===== src/common/cce_pkg.sv =====
package cce_pkg;

  // Register offsets on the 4-bit register port.
  localparam logic [3:0] OFS_CTRL_ZERO = 4'h0;
  localparam logic [3:0] OFS_CTRL_ONE = 4'h1;
  localparam logic [3:0] OFS_DATA_LO = 4'h2;
  localparam logic [3:0] OFS_DATA_HI = 4'h3;
  localparam logic [3:0] OFS_ACC_LO = 4'h4;
  localparam logic [3:0] OFS_ACC_HI = 4'h5;
  localparam logic [3:0] OFS_SHIFT_LO = 4'h6;
  localparam logic [3:0] OFS_SHIFT_HI = 4'h7;
  localparam logic [3:0] OFS_POLY_LO = 4'h8;
  localparam logic [3:0] OFS_POLY_HI = 4'h9;
  localparam logic [3:0] OFS_FLAG = 4'ha;
  localparam logic [3:0] OFS_IRQ_EN = 4'hb;

  // Field positions in engine_control_zero.
  localparam int BIT_SHIFT_ORDER = 0;
  localparam int BIT_AUGMENT = 1;
  localparam int BIT_START = 4;
  localparam int BIT_BUSY = 5;
  localparam int BIT_FULL = 6;

  // Field positions in engine_control_one.
  localparam int POS_DATA_LENGTH_FIELD = 0;
  localparam int POS_POLY_LENGTH_FIELD = 4;
  localparam int LEN_W = 4;

  // Bit positions in the flag and enable registers.
  localparam int BIT_COMPLETION = 0;

  // Values after reset.
  localparam logic [7:0] RST_BYTE = 8'h00;
  localparam logic [15:0] RST_WORD = 16'h0000;
  localparam logic [3:0] RST_LEN = 4'h0;

endpackage


===== src/cce_crc_step.sv =====
`timescale 1ns/1ps
// One shift of the XOR feedback register for an accumulator of poly_length_field+1 bits.
module cce_crc_step (
  // Accumulator and polynomial
  input wire logic [15:0] acc_i,
  input wire logic [15:0] poly_i,
  input wire logic [3:0] poly_length_field_i,
  // Bit and mode
  input wire logic bit_i,
  input wire logic augment_i,
  // Result
  output logic [15:0] acc_o
);

  logic [15:0] mask;
  logic msb;
  logic fb;
  logic [15:0] shifted;

  always_comb begin
    mask = 16'hffff >> (4'hf - poly_length_field_i);
    msb = acc_i[poly_length_field_i];
    if (augment_i) begin
      // The direct form gives the result of appending poly_length_field+1 zeros.
      fb = msb ^ bit_i;
      shifted = {acc_i[14:0], 1'b0};
    end else begin
      fb = msb;
      shifted = {acc_i[14:0], bit_i};
    end
    acc_o = (shifted ^ (fb ? poly_i : 16'h0000)) & mask;
  end

endmodule


===== src/cce_crc_engine.sv =====
`timescale 1ns/1ps
// Function
// - Accumulator up to 16, polynomial up to 17.
// - Width follows poly length field plus one.
// - Polynomial end terms forced to one.
// - Polynomial bit zero reads zero, computes one.
// - Only data bits within data length used.
// - Shift order clear: top bit first.
// - Shift order set: lowest bit first.
// - Accumulator writable as seed, computation continues.
// - Low data write latches both data bytes.
// - Augment set: zeros appended to the data.
// - Augment clear: stop after last data bit.
// - Shift order and augment give reversed result.
// - XOR feedback shift register does division.
// - Check value readable in accumulator registers.
// - Completion event on busy falling edge.
// - Flag always set; request needs enable.
// - Only software clears completion flag.
// - Data from software or memory scanner.
// - Data length field holds word length minus one.
// - Shifting begins only after start bit set.
// - Full shows occupied input; high byte first.
// - Busy holds until final value present.
module cce_crc_engine #(
  parameter int ACC_W = 16
) (
  // Clock and reset
  input wire logic clk_i,
  input wire logic reset_i,
  // Register port
  input wire logic [3:0] addr_i,
  input wire logic [7:0] wr_data_i,
  input wire logic wr_i,
  input wire logic rd_i,
  output logic [7:0] rd_data_o,
  // Memory scanner word input
  input wire logic scan_valid_i,
  input wire logic [15:0] scan_data_i,
  output logic scan_ready_o,
  // Interrupt request
  output logic irq_o
);

  ////////////////////////////////////////////////////////////////////////////

  generate
    if (ACC_W != 16) begin : g_bad_width
      $error("ACC_W must be 16 to match the 4-bit length fields.");
    end
  endgenerate

  typedef struct packed {
    logic shift_order;
    logic augment;
    logic start;
    logic [3:0] data_length_field;
    logic [3:0] poly_length_field;
    logic [7:0] data_hi;
    logic [7:0] data_lo;
    logic [15:0] acc;
    logic [15:0] poly;
    logic [15:0] stage;
    logic full;
    logic [15:0] shifter;
    logic [3:0] count;
    logic shifting;
    logic busy;
    logic flag;
    logic irq_en;
    logic [7:0] rd_data;
    logic scan_ready;
    logic irq;
  } cce_state_t;

  cce_state_t st_r;
  cce_state_t st_nxt;

  logic [15:0] poly_eff;
  logic [15:0] acc_step;
  logic next_bit;
  logic sw_latch;
  logic scan_take;
  logic load;
  logic last_bit;

  ////////////////////////////////////////////////////////////////////////////

  function automatic logic hit(input logic [3:0] a, input logic [3:0] ofs);
    hit = (a == ofs);
  endfunction

  function automatic logic [7:0] ctrl_zero(input cce_state_t s);
    logic [7:0] v;
    v = 8'h00;
    v[cce_pkg::BIT_SHIFT_ORDER] = s.shift_order;
    v[cce_pkg::BIT_AUGMENT] = s.augment;
    v[cce_pkg::BIT_START] = s.start;
    v[cce_pkg::BIT_BUSY] = s.busy;
    v[cce_pkg::BIT_FULL] = s.full;
    ctrl_zero = v;
  endfunction

  ////////////////////////////////////////////////////////////////////////////

  // Hardware supplies bit zero of the polynomial; the top term is implicit.
  assign poly_eff = {st_r.poly[15:1], 1'b1};

  // Next bit comes from the data length position or from bit zero.
  assign next_bit = st_r.shift_order ? st_r.shifter[0]
                                     : st_r.shifter[st_r.data_length_field];

  cce_crc_step u_step (
    .acc_i(st_r.acc),
    .poly_i(poly_eff),
    .poly_length_field_i(st_r.poly_length_field),
    .bit_i(next_bit),
    .augment_i(st_r.augment),
    .acc_o(acc_step)
  );

  assign sw_latch = wr_i && hit(addr_i, cce_pkg::OFS_DATA_LO);
  assign scan_take = scan_valid_i && st_r.scan_ready;
  assign last_bit = st_r.shifting && (st_r.count == 4'h0);
  // A word moves from the stage only when the shifter is free or finishing.
  assign load = st_r.start && st_r.full &&
                (!st_r.shifting || last_bit);

  ////////////////////////////////////////////////////////////////////////////

  always_comb begin
    st_nxt = st_r;

    // Software register writes.
    if (wr_i) begin
      unique case (1'b1)
        hit(addr_i, cce_pkg::OFS_CTRL_ZERO): begin
          st_nxt.shift_order = wr_data_i[cce_pkg::BIT_SHIFT_ORDER];
          st_nxt.augment = wr_data_i[cce_pkg::BIT_AUGMENT];
          st_nxt.start = wr_data_i[cce_pkg::BIT_START];
        end
        hit(addr_i, cce_pkg::OFS_CTRL_ONE): begin
          st_nxt.data_length_field = wr_data_i[cce_pkg::POS_DATA_LENGTH_FIELD +: cce_pkg::LEN_W];
          st_nxt.poly_length_field = wr_data_i[cce_pkg::POS_POLY_LENGTH_FIELD +: cce_pkg::LEN_W];
        end
        hit(addr_i, cce_pkg::OFS_DATA_LO): begin
          st_nxt.data_lo = wr_data_i;
        end
        hit(addr_i, cce_pkg::OFS_DATA_HI): begin
          st_nxt.data_hi = wr_data_i;
        end
        hit(addr_i, cce_pkg::OFS_ACC_LO): begin
          st_nxt.acc[7:0] = wr_data_i;
        end
        hit(addr_i, cce_pkg::OFS_ACC_HI): begin
          st_nxt.acc[15:8] = wr_data_i;
        end
        hit(addr_i, cce_pkg::OFS_POLY_LO): begin
          st_nxt.poly[7:0] = {wr_data_i[7:1], 1'b0};
        end
        hit(addr_i, cce_pkg::OFS_POLY_HI): begin
          st_nxt.poly[15:8] = wr_data_i;
        end
        hit(addr_i, cce_pkg::OFS_FLAG): begin
          if (!wr_data_i[cce_pkg::BIT_COMPLETION]) begin
            st_nxt.flag = 1'b0;
          end
        end
        hit(addr_i, cce_pkg::OFS_IRQ_EN): begin
          st_nxt.irq_en = wr_data_i[cce_pkg::BIT_COMPLETION];
        end
        default: begin
        end
      endcase
    end

    // Bit shifting, one bit per clock.
    if (st_r.shifting) begin
      st_nxt.acc = acc_step;
      if (st_r.shift_order) begin
        st_nxt.shifter = {1'b0, st_r.shifter[15:1]};
      end else begin
        st_nxt.shifter = {st_r.shifter[14:0], 1'b0};
      end
      st_nxt.count = st_r.count - 4'h1;
      if (last_bit) begin
        st_nxt.shifting = 1'b0;
      end
    end

    // Stage to shifter; the length is taken at load time.
    if (load) begin
      st_nxt.shifter = st_r.stage;
      st_nxt.count = st_r.data_length_field;
      st_nxt.shifting = 1'b1;
      st_nxt.full = 1'b0;
    end

    // New word into the stage; the scanner wins over software.
    if (scan_take) begin
      st_nxt.stage = scan_data_i;
      st_nxt.full = 1'b1;
    end else if (sw_latch) begin
      st_nxt.stage = {st_r.data_hi, wr_data_i};
      st_nxt.full = 1'b1;
    end

    // Busy covers a waiting word and the word being shifted.
    st_nxt.busy = st_nxt.shifting || (st_nxt.full && st_nxt.start);

    // Completion on busy falling; the set wins over a clear.
    if (st_r.busy && !st_nxt.busy) begin
      st_nxt.flag = 1'b1;
    end
    st_nxt.irq = st_nxt.flag && st_nxt.irq_en;

    // Scanner is offered a slot only when the stage is free.
    st_nxt.scan_ready = st_nxt.start && !st_nxt.full && !sw_latch;

    // Read data stands in the cycle after the strobe.
    st_nxt.rd_data = 8'h00;
    if (rd_i) begin
      unique case (1'b1)
        hit(addr_i, cce_pkg::OFS_CTRL_ZERO): begin
          st_nxt.rd_data = ctrl_zero(st_r);
        end
        hit(addr_i, cce_pkg::OFS_CTRL_ONE): begin
          st_nxt.rd_data = {st_r.poly_length_field, st_r.data_length_field};
        end
        hit(addr_i, cce_pkg::OFS_DATA_LO): begin
          st_nxt.rd_data = st_r.data_lo;
        end
        hit(addr_i, cce_pkg::OFS_DATA_HI): begin
          st_nxt.rd_data = st_r.data_hi;
        end
        hit(addr_i, cce_pkg::OFS_ACC_LO): begin
          st_nxt.rd_data = st_r.acc[7:0];
        end
        hit(addr_i, cce_pkg::OFS_ACC_HI): begin
          st_nxt.rd_data = st_r.acc[15:8];
        end
        hit(addr_i, cce_pkg::OFS_SHIFT_LO): begin
          st_nxt.rd_data = st_r.shifter[7:0];
        end
        hit(addr_i, cce_pkg::OFS_SHIFT_HI): begin
          st_nxt.rd_data = st_r.shifter[15:8];
        end
        hit(addr_i, cce_pkg::OFS_POLY_LO): begin
          st_nxt.rd_data = {st_r.poly[7:1], 1'b0};
        end
        hit(addr_i, cce_pkg::OFS_POLY_HI): begin
          st_nxt.rd_data = st_r.poly[15:8];
        end
        hit(addr_i, cce_pkg::OFS_FLAG): begin
          st_nxt.rd_data = {7'h00, st_r.flag};
        end
        hit(addr_i, cce_pkg::OFS_IRQ_EN): begin
          st_nxt.rd_data = {7'h00, st_r.irq_en};
        end
        default: begin
          st_nxt.rd_data = 8'h00;
        end
      endcase
    end
  end

  ////////////////////////////////////////////////////////////////////////////

  always_ff @(posedge clk_i) begin
    if (reset_i) begin
      st_r.shift_order <= 1'b0;
      st_r.augment <= 1'b0;
      st_r.start <= 1'b0;
      st_r.data_length_field <= cce_pkg::RST_LEN;
      st_r.poly_length_field <= cce_pkg::RST_LEN;
      st_r.data_hi <= cce_pkg::RST_BYTE;
      st_r.data_lo <= cce_pkg::RST_BYTE;
      st_r.acc <= cce_pkg::RST_WORD;
      st_r.poly <= cce_pkg::RST_WORD;
      st_r.stage <= cce_pkg::RST_WORD;
      st_r.full <= 1'b0;
      st_r.shifter <= cce_pkg::RST_WORD;
      st_r.count <= cce_pkg::RST_LEN;
      st_r.shifting <= 1'b0;
      st_r.busy <= 1'b0;
      st_r.flag <= 1'b0;
      st_r.irq_en <= 1'b0;
      st_r.rd_data <= cce_pkg::RST_BYTE;
      st_r.scan_ready <= 1'b0;
      st_r.irq <= 1'b0;
    end else begin
      st_r <= st_nxt;
    end
  end

  ////////////////////////////////////////////////////////////////////////////

  // Outputs come straight from the state register.
  assign rd_data_o = st_r.rd_data;
  assign scan_ready_o = st_r.scan_ready;
  assign irq_o = st_r.irq;

endmodule


===== config.mk =====
export PLATFORM = sky130hd
export DESIGN_NAME = cce_crc_engine
export DESIGN_NICKNAME = d
export VERILOG_FILES = /design/src/common/cce_pkg.sv /design/src/cce_crc_step.sv /design/src/cce_crc_engine.sv
export SDC_FILE = /design/constraint.sdc
export NUM_CORES = 1
export LEC_CHECK = 0
export ABC_CLOCK_PERIOD_IN_PS = 8100
export BUFFER_PORTS_ARGS = -buffer_cell sky130_fd_sc_hd__buf_2
export CAP_MARGIN = 40
export CORE_UTILIZATION = 50
export DETAILED_ROUTE_END_ITERATION = 16
export PLACE_DENSITY = 0.76
export SYNTH_ARGS = -nofsm -noshare
export SYNTH_HDL_FRONTEND = slang
export SYNTH_SLANG_ARGS = --single-unit

===== constraint.sdc =====
create_clock -name clk_i -period 8.1 [get_ports clk_i]
set_input_delay 0.405 -clock clk_i [delete_from_list [all_inputs] [get_ports clk_i]]
set_output_delay 0.405 -clock clk_i [all_outputs]
set_load 0.1 [all_outputs]

Word level (Yosys, flattened, before mapping). Cells that the tools add are included.

Register bits: 109. Output and inout port bits: 10. Input port bits: 33.

Add/subtract/negate cells: 2. Equal/unequal tests: 11. $lt $le $gt $ge: 2. Muxes and demuxes: 30. Bitwise logic cells: 4. Shifts and indexed selects: 1. Reductions and logical operators: 32.

Operator list (number): $pmux W8 S12 (1); $mux W57 (1); $mux W8 (7); $mux W16 (3); $mux W17 (2); $mux W22 (1); $mux W21 (1); $and A16 B16 Y16 (1); $eq A4 B3 Y1 const B (4); $eq A4 B4 Y1 const B (4); $reduce_and A2 Y1 (8); $shr A16 B4 Y16 const A (1); $xor A16 B16 Y16 (1); $mux W1 (11); $logic_and A1 B1 Y1 (10); $lt A4 B5 Y1 const B (2); $reduce_bool A2 Y1 (5); $bmux W1 S4 (2); $eq A4 B2 Y1 const B (2); $logic_not A4 Y1 (2); $eq A4 B1 Y1 const B (1); $logic_not A1 Y1 (4); $sub A4 B1 Y4 const B (1); $sub A4 B4 Y4 const A (1); other kinds (5) (6).

Longest topological paths before layout.
Word-level depth: 13. Gate-level depth with buffers: 10. Gate-level depth less buffers: 8.

By module. From an unflattened synthesis, not the netlist that was laid out.

Cell total of the unflattened synthesis: 750. Area, all modules: 6396.1 sq um.

Modules (own cells, without submodules): cce_crc_engine (cells each 636, times used 1, sequential area each 2182.1 sq um, area an instance 5671.7 sq um); cce_crc_step (cells each 114, times used 1, sequential area each 0.0 sq um, area an instance 724.4 sq um).

Worst setup path after synthesis. OpenSTA, ideal clock, no wires.

Path type: reg-to-reg. Start: register st_r[99] in the netlist's numbering. End: register st_r[72] in the netlist's numbering. Cell stages (with the launch flop): 9. Arrival time: 2473 ps. Library setup time: 120 ps. Setup slack: 5508 ps. Cells stage by stage: dfxtp_1 buf_2 mux4_2 mux4_2 nor3_2 or2_4 buf_6 nor4b_2 a211o_1.

Longest elaborated chain between the ends: 8. Elaborated cells between the ends (all ways): 10.

RTL lines: start, declared (line cce_crc_engine.sv:76) `cce_state_t st_r;`; start signal, assigned (line cce_crc_engine.sv:292) `st_r <= st_nxt;`; $bmux W1 S4 (line cce_crc_step.sv:22) `msb = acc_i[poly_length_field_i];`; $mux W1 (not written as such) (line cce_crc_step.sv:22); $xor A1 B1 Y1 (line cce_crc_step.sv:25) `fb = msb ^ bit_i;`; $mux W1 (line cce_crc_step.sv:23) `if (augment_i) begin`; $mux W16 (line cce_crc_step.sv:31) `acc_o = (shifted ^ (fb ? poly_i : 16'h0000)) & mask;`; $xor A16 B16 Y16 (line cce_crc_step.sv:31); $and A16 B16 Y16 (*) (line cce_crc_step.sv:31); $mux W16 (*) (line cce_crc_engine.sv:178) `if (st_r.shifting) begin`.

Every way passes the cells marked *; elsewhere a longest branch is shown, timed or not. The select of a mux whose other input is x is not followed. A chain may end at the register's enable or synchronous reset.

Worst setup path in the final report.
Start: register st_r[99] in the netlist's numbering. End: register st_r[79] in the netlist's numbering.

The elaborated chain is that of the path after synthesis.

==> qor.yml <==
clocking:
  htreeDepth: 3
  clock_sinks: 109
  clock_path_buffers: 2
  cts_buffers: 9
  cts_hold_buf: 0
  clock_latency_ns: 0.37
  cts_tree: "done"
  cts_setup_buffers: 0
  cts.clk_slew.worst_paths_ns: 0.07
  cts_resized: 0
  clockRootBuffer: "clkbuf_16"
logic_synthesis:
  synth_top_cells_by_count: "109 x dfxtp_1, 100 x nor2_1, 79 x nand2_1, 60 x mux2i_1, 51 x clkbuf_1"
  synth_edf_count: 0
  synthesis.area_mm2: 0.006018
  syn_nets: 756
  yosysMostFrequentCell: "dfxtp_1"
  ys_ff_latch: 109
  async_flop_share: 0
  synth_cells: 721
  synth.area.top_cells: "dfxtp_1 36%, mux2i_1 10%, nor2_1 6.2%"
  yosysTopAreaCell: "dfxtp_1"
  yosysUniqueCellTypes: 53
  ys_warn_count: 0
  synth.avg_cell_area_um2: 8.347
  seq_area_frac_synth: 0.3626
  yosys.area.top_type_share: 0.3626
  synth_top_flop_cell: "dfxtp_1"
timing:
  slew_viol_final: 0
  tightest_slew_ns: 0.6999
  hold_violations: 0
  setup_viol: 0
  fin_worst_skew_ns: 0.01087
  fmax_mhz: 337.4
  holdWs_ns: 0.3248
  relSlewSlack: 0.5328
  rsz0062_at_grt: "no"
  period_share: 0.3659
  setup_tns_ns: 0
  period_minus_slack_ns: 2.964
finish:
  drive_gt1_frac: 0.1234
  regArea_mm2: 0.002182
  synthToLayoutAreaGrowth_pct: 8.254
  nFillCells: 994
  num_antenna_cells: 0
  nets: 752
  multi_input_area_mm2: 0.003492
pwr:
  cellLeakagePower_nw: 2.358
  p_int_w: 0.0008057
  swShare: 0.2495
  p_seq_frac: 0.511
  ir_drop_mv: 0.1432
  p_clk_frac: 0.422
  power_switching_w: 0.0002679
  pwr-share-comb: 0.067
  cellPowerDensity_mw_per_mm2: 164.8
drt:
  drtAntennaViolNets: 0
  wl_per_cell_um: 21.00
  firstDrtPassIters: 12
  vias_per_cell: 6.483
  drt_iter0_drc: 453
  vias: 5601
  drt-total-wl_um: 18140
  drc: 3
setup_path:
  critPathKind: "flop to flop"
  reg2reg_slack_ns: 5.14
  r2r_end: "st_r[79]"
  required_ns: 8.35
  crit_fanout: 22
  end_kind: "flop"
  rr_startpoint: "st_r[99]"
  start_kind: "flop"
  critPathCapture: "st_r[79]"
  r2r_cells: 6
  critPathLaunch: "st_r[99]"
  arrival_ns: 3.21
global_routing:
  grt_max_degree: 72
  antenna_found_initial: 0
  grt_pass1_wl_um: 28950
  grt_usage: 0.3033
  grt_pass1_vias: 5134
  grt_overflow: 0
run_status:
  outcome: "finished with violations"
  violations: "DRC"
hold_path:
  hold_class: "input pin to flop"
floorplan:
  dieWidth_um: 111.7
  die_height_um: 111.7
  initial_core_util: 0.5204
  fp.coreArea_mm2: 0.01156
  dieArea_mm2: 0.01248
  num_rows: 39
  pin_count: 43
placement:
  place_congestion: 0.9668
  port_buffers: 42
  dp_hpwl_um: 12910
job:
  cap_violations: 0
[flip-flops by register name (all words and copies together), names as in the netlist]
name	cells
rd_data_o	8
st_r	84
irq_o	1
poly_eff	15
scan_ready_o	1
[per-layer routing]
metal	up-vias	routed length, µm	global-route usage
li1	2604	-	-
met1	2688	7937	0.4079
met2	276	8001	0.4526
met3	33	1724	0.08492
met4	0	478	0.1342
met5	-	0	0
[placed cells by master, fill, tap and decap left out, drive strengths merged, types with 3 or more instances in the layout]
cell type / synthesis / layout
a211o: 6 / 6
a21oi: 38 / 38
a221oi: 24 / 24
a22o: 6 / 6
a22oi: 6 / 6
a311oi: 17 / 17
a31oi: 8 / 8
a32oi: 5 / 5
and2: 8 / 8
and3: 3 / 3
buf: 15 / 51
clkbuf: 51 / 9
clkinv: 0 / 3
dfxtp: 109 / 109
inv: 13 / 15
mux2: 5 / 5
mux2i: 60 / 60
mux4: 8 / 8
nand2: 79 / 79
nand2b: 3 / 3
nand3: 14 / 14
nand3b: 3 / 3
nand4: 4 / 4
nand4b: 5 / 5
nor2: 100 / 100
nor2b: 23 / 23
nor3: 7 / 7
nor3b: 23 / 23
nor4b: 10 / 10
o211ai: 6 / 6
o21ai: 28 / 28
o22ai: 4 / 4
o31ai: 3 / 3
or4b: 5 / 5
xor2: 5 / 5
[power groups by stage]
stage                      logic, W  registers [W]  clock network, W
final                     0.0000719       0.000548          0.000454
after global routing      0.0000770       0.000549          0.000480
after CTS                 0.0000701       0.000548          0.000460
after detailed placement  0.0000698       0.000560                 0
after global placement    0.0000663       0.000561                 0
after floorplan           0.0000465       0.000557                 0
[metrics by stage]
step / power, W / setup slack [ns] / utilization / area [µm²] / cells
2_1_floorplan: 0.0006035 / 5.508 / - / 6018 / 721
3_3_place_gp: 0.0006269 / 4.913 / 0.5313 / 6145 / 844
3_5_place_dp: 0.0006301 / 5.187 / 0.5376 / 6217 / 849
4_1_cts: 0.001078 / 5.142 / 0.5633 / 6515 / 864
5_1_grt: 0.001106 / 5.002 / 0.5633 / 6515 / 864
6_report: 0.001074 / 5.136 / 0.5633 / 6515 / 864
[worst max-delay path, cell delays in order, from the launching register on]
cell     delay, ns
dfxtp_1       0.69
mux4_2        0.61
mux4_2        0.52
nor3_2        0.29
or2_4         0.35
nor4b_1       0.09
a211o_1       0.29
[worst min-delay path by stage]
| stage | from | endpoint | cells past startpoint |
|---|---|---|---|
| floorplan | st_r[86] | st_r[86] | 2 |
| global placement | st_r[88] | st_r[88] | 2 |
| detailed placement | st_r[86] | st_r[86] | 2 |
| CTS | scan_data_i[9] | st_r[44] | 3 |
| global route | scan_data_i[14] | st_r[49] | 3 |
| finish | scan_data_i[6] | st_r[41] | 3 |
[area by class of cell]
class,count,area share
multi-input cells,533,0.5360
flip-flops and latches,109,0.3349
repair buffers,51,0.04840
clock buffers,9,0.03457
well taps,143,0.02746
clock inverters,6,0.01114
inverters,13,0.007490
[logic make-up (layout without fill, tap and decap cells)]
family                   after synthesis  in the layout  share of synthesized area
AND/OR/NAND/NOR                      290            290                     0.2418
buffers and inverters                 79             79                    0.05759
multiplexers                          73             73                     0.1391
flip-flops                           109            109                     0.3626
adder cells (fa/ha/maj)                2              2                   0.004157
XOR/XNOR                               6              6                   0.008732
AO/OA/AOI/OAI                        162            162                     0.1861
Power figures use the tool's default switching activity.
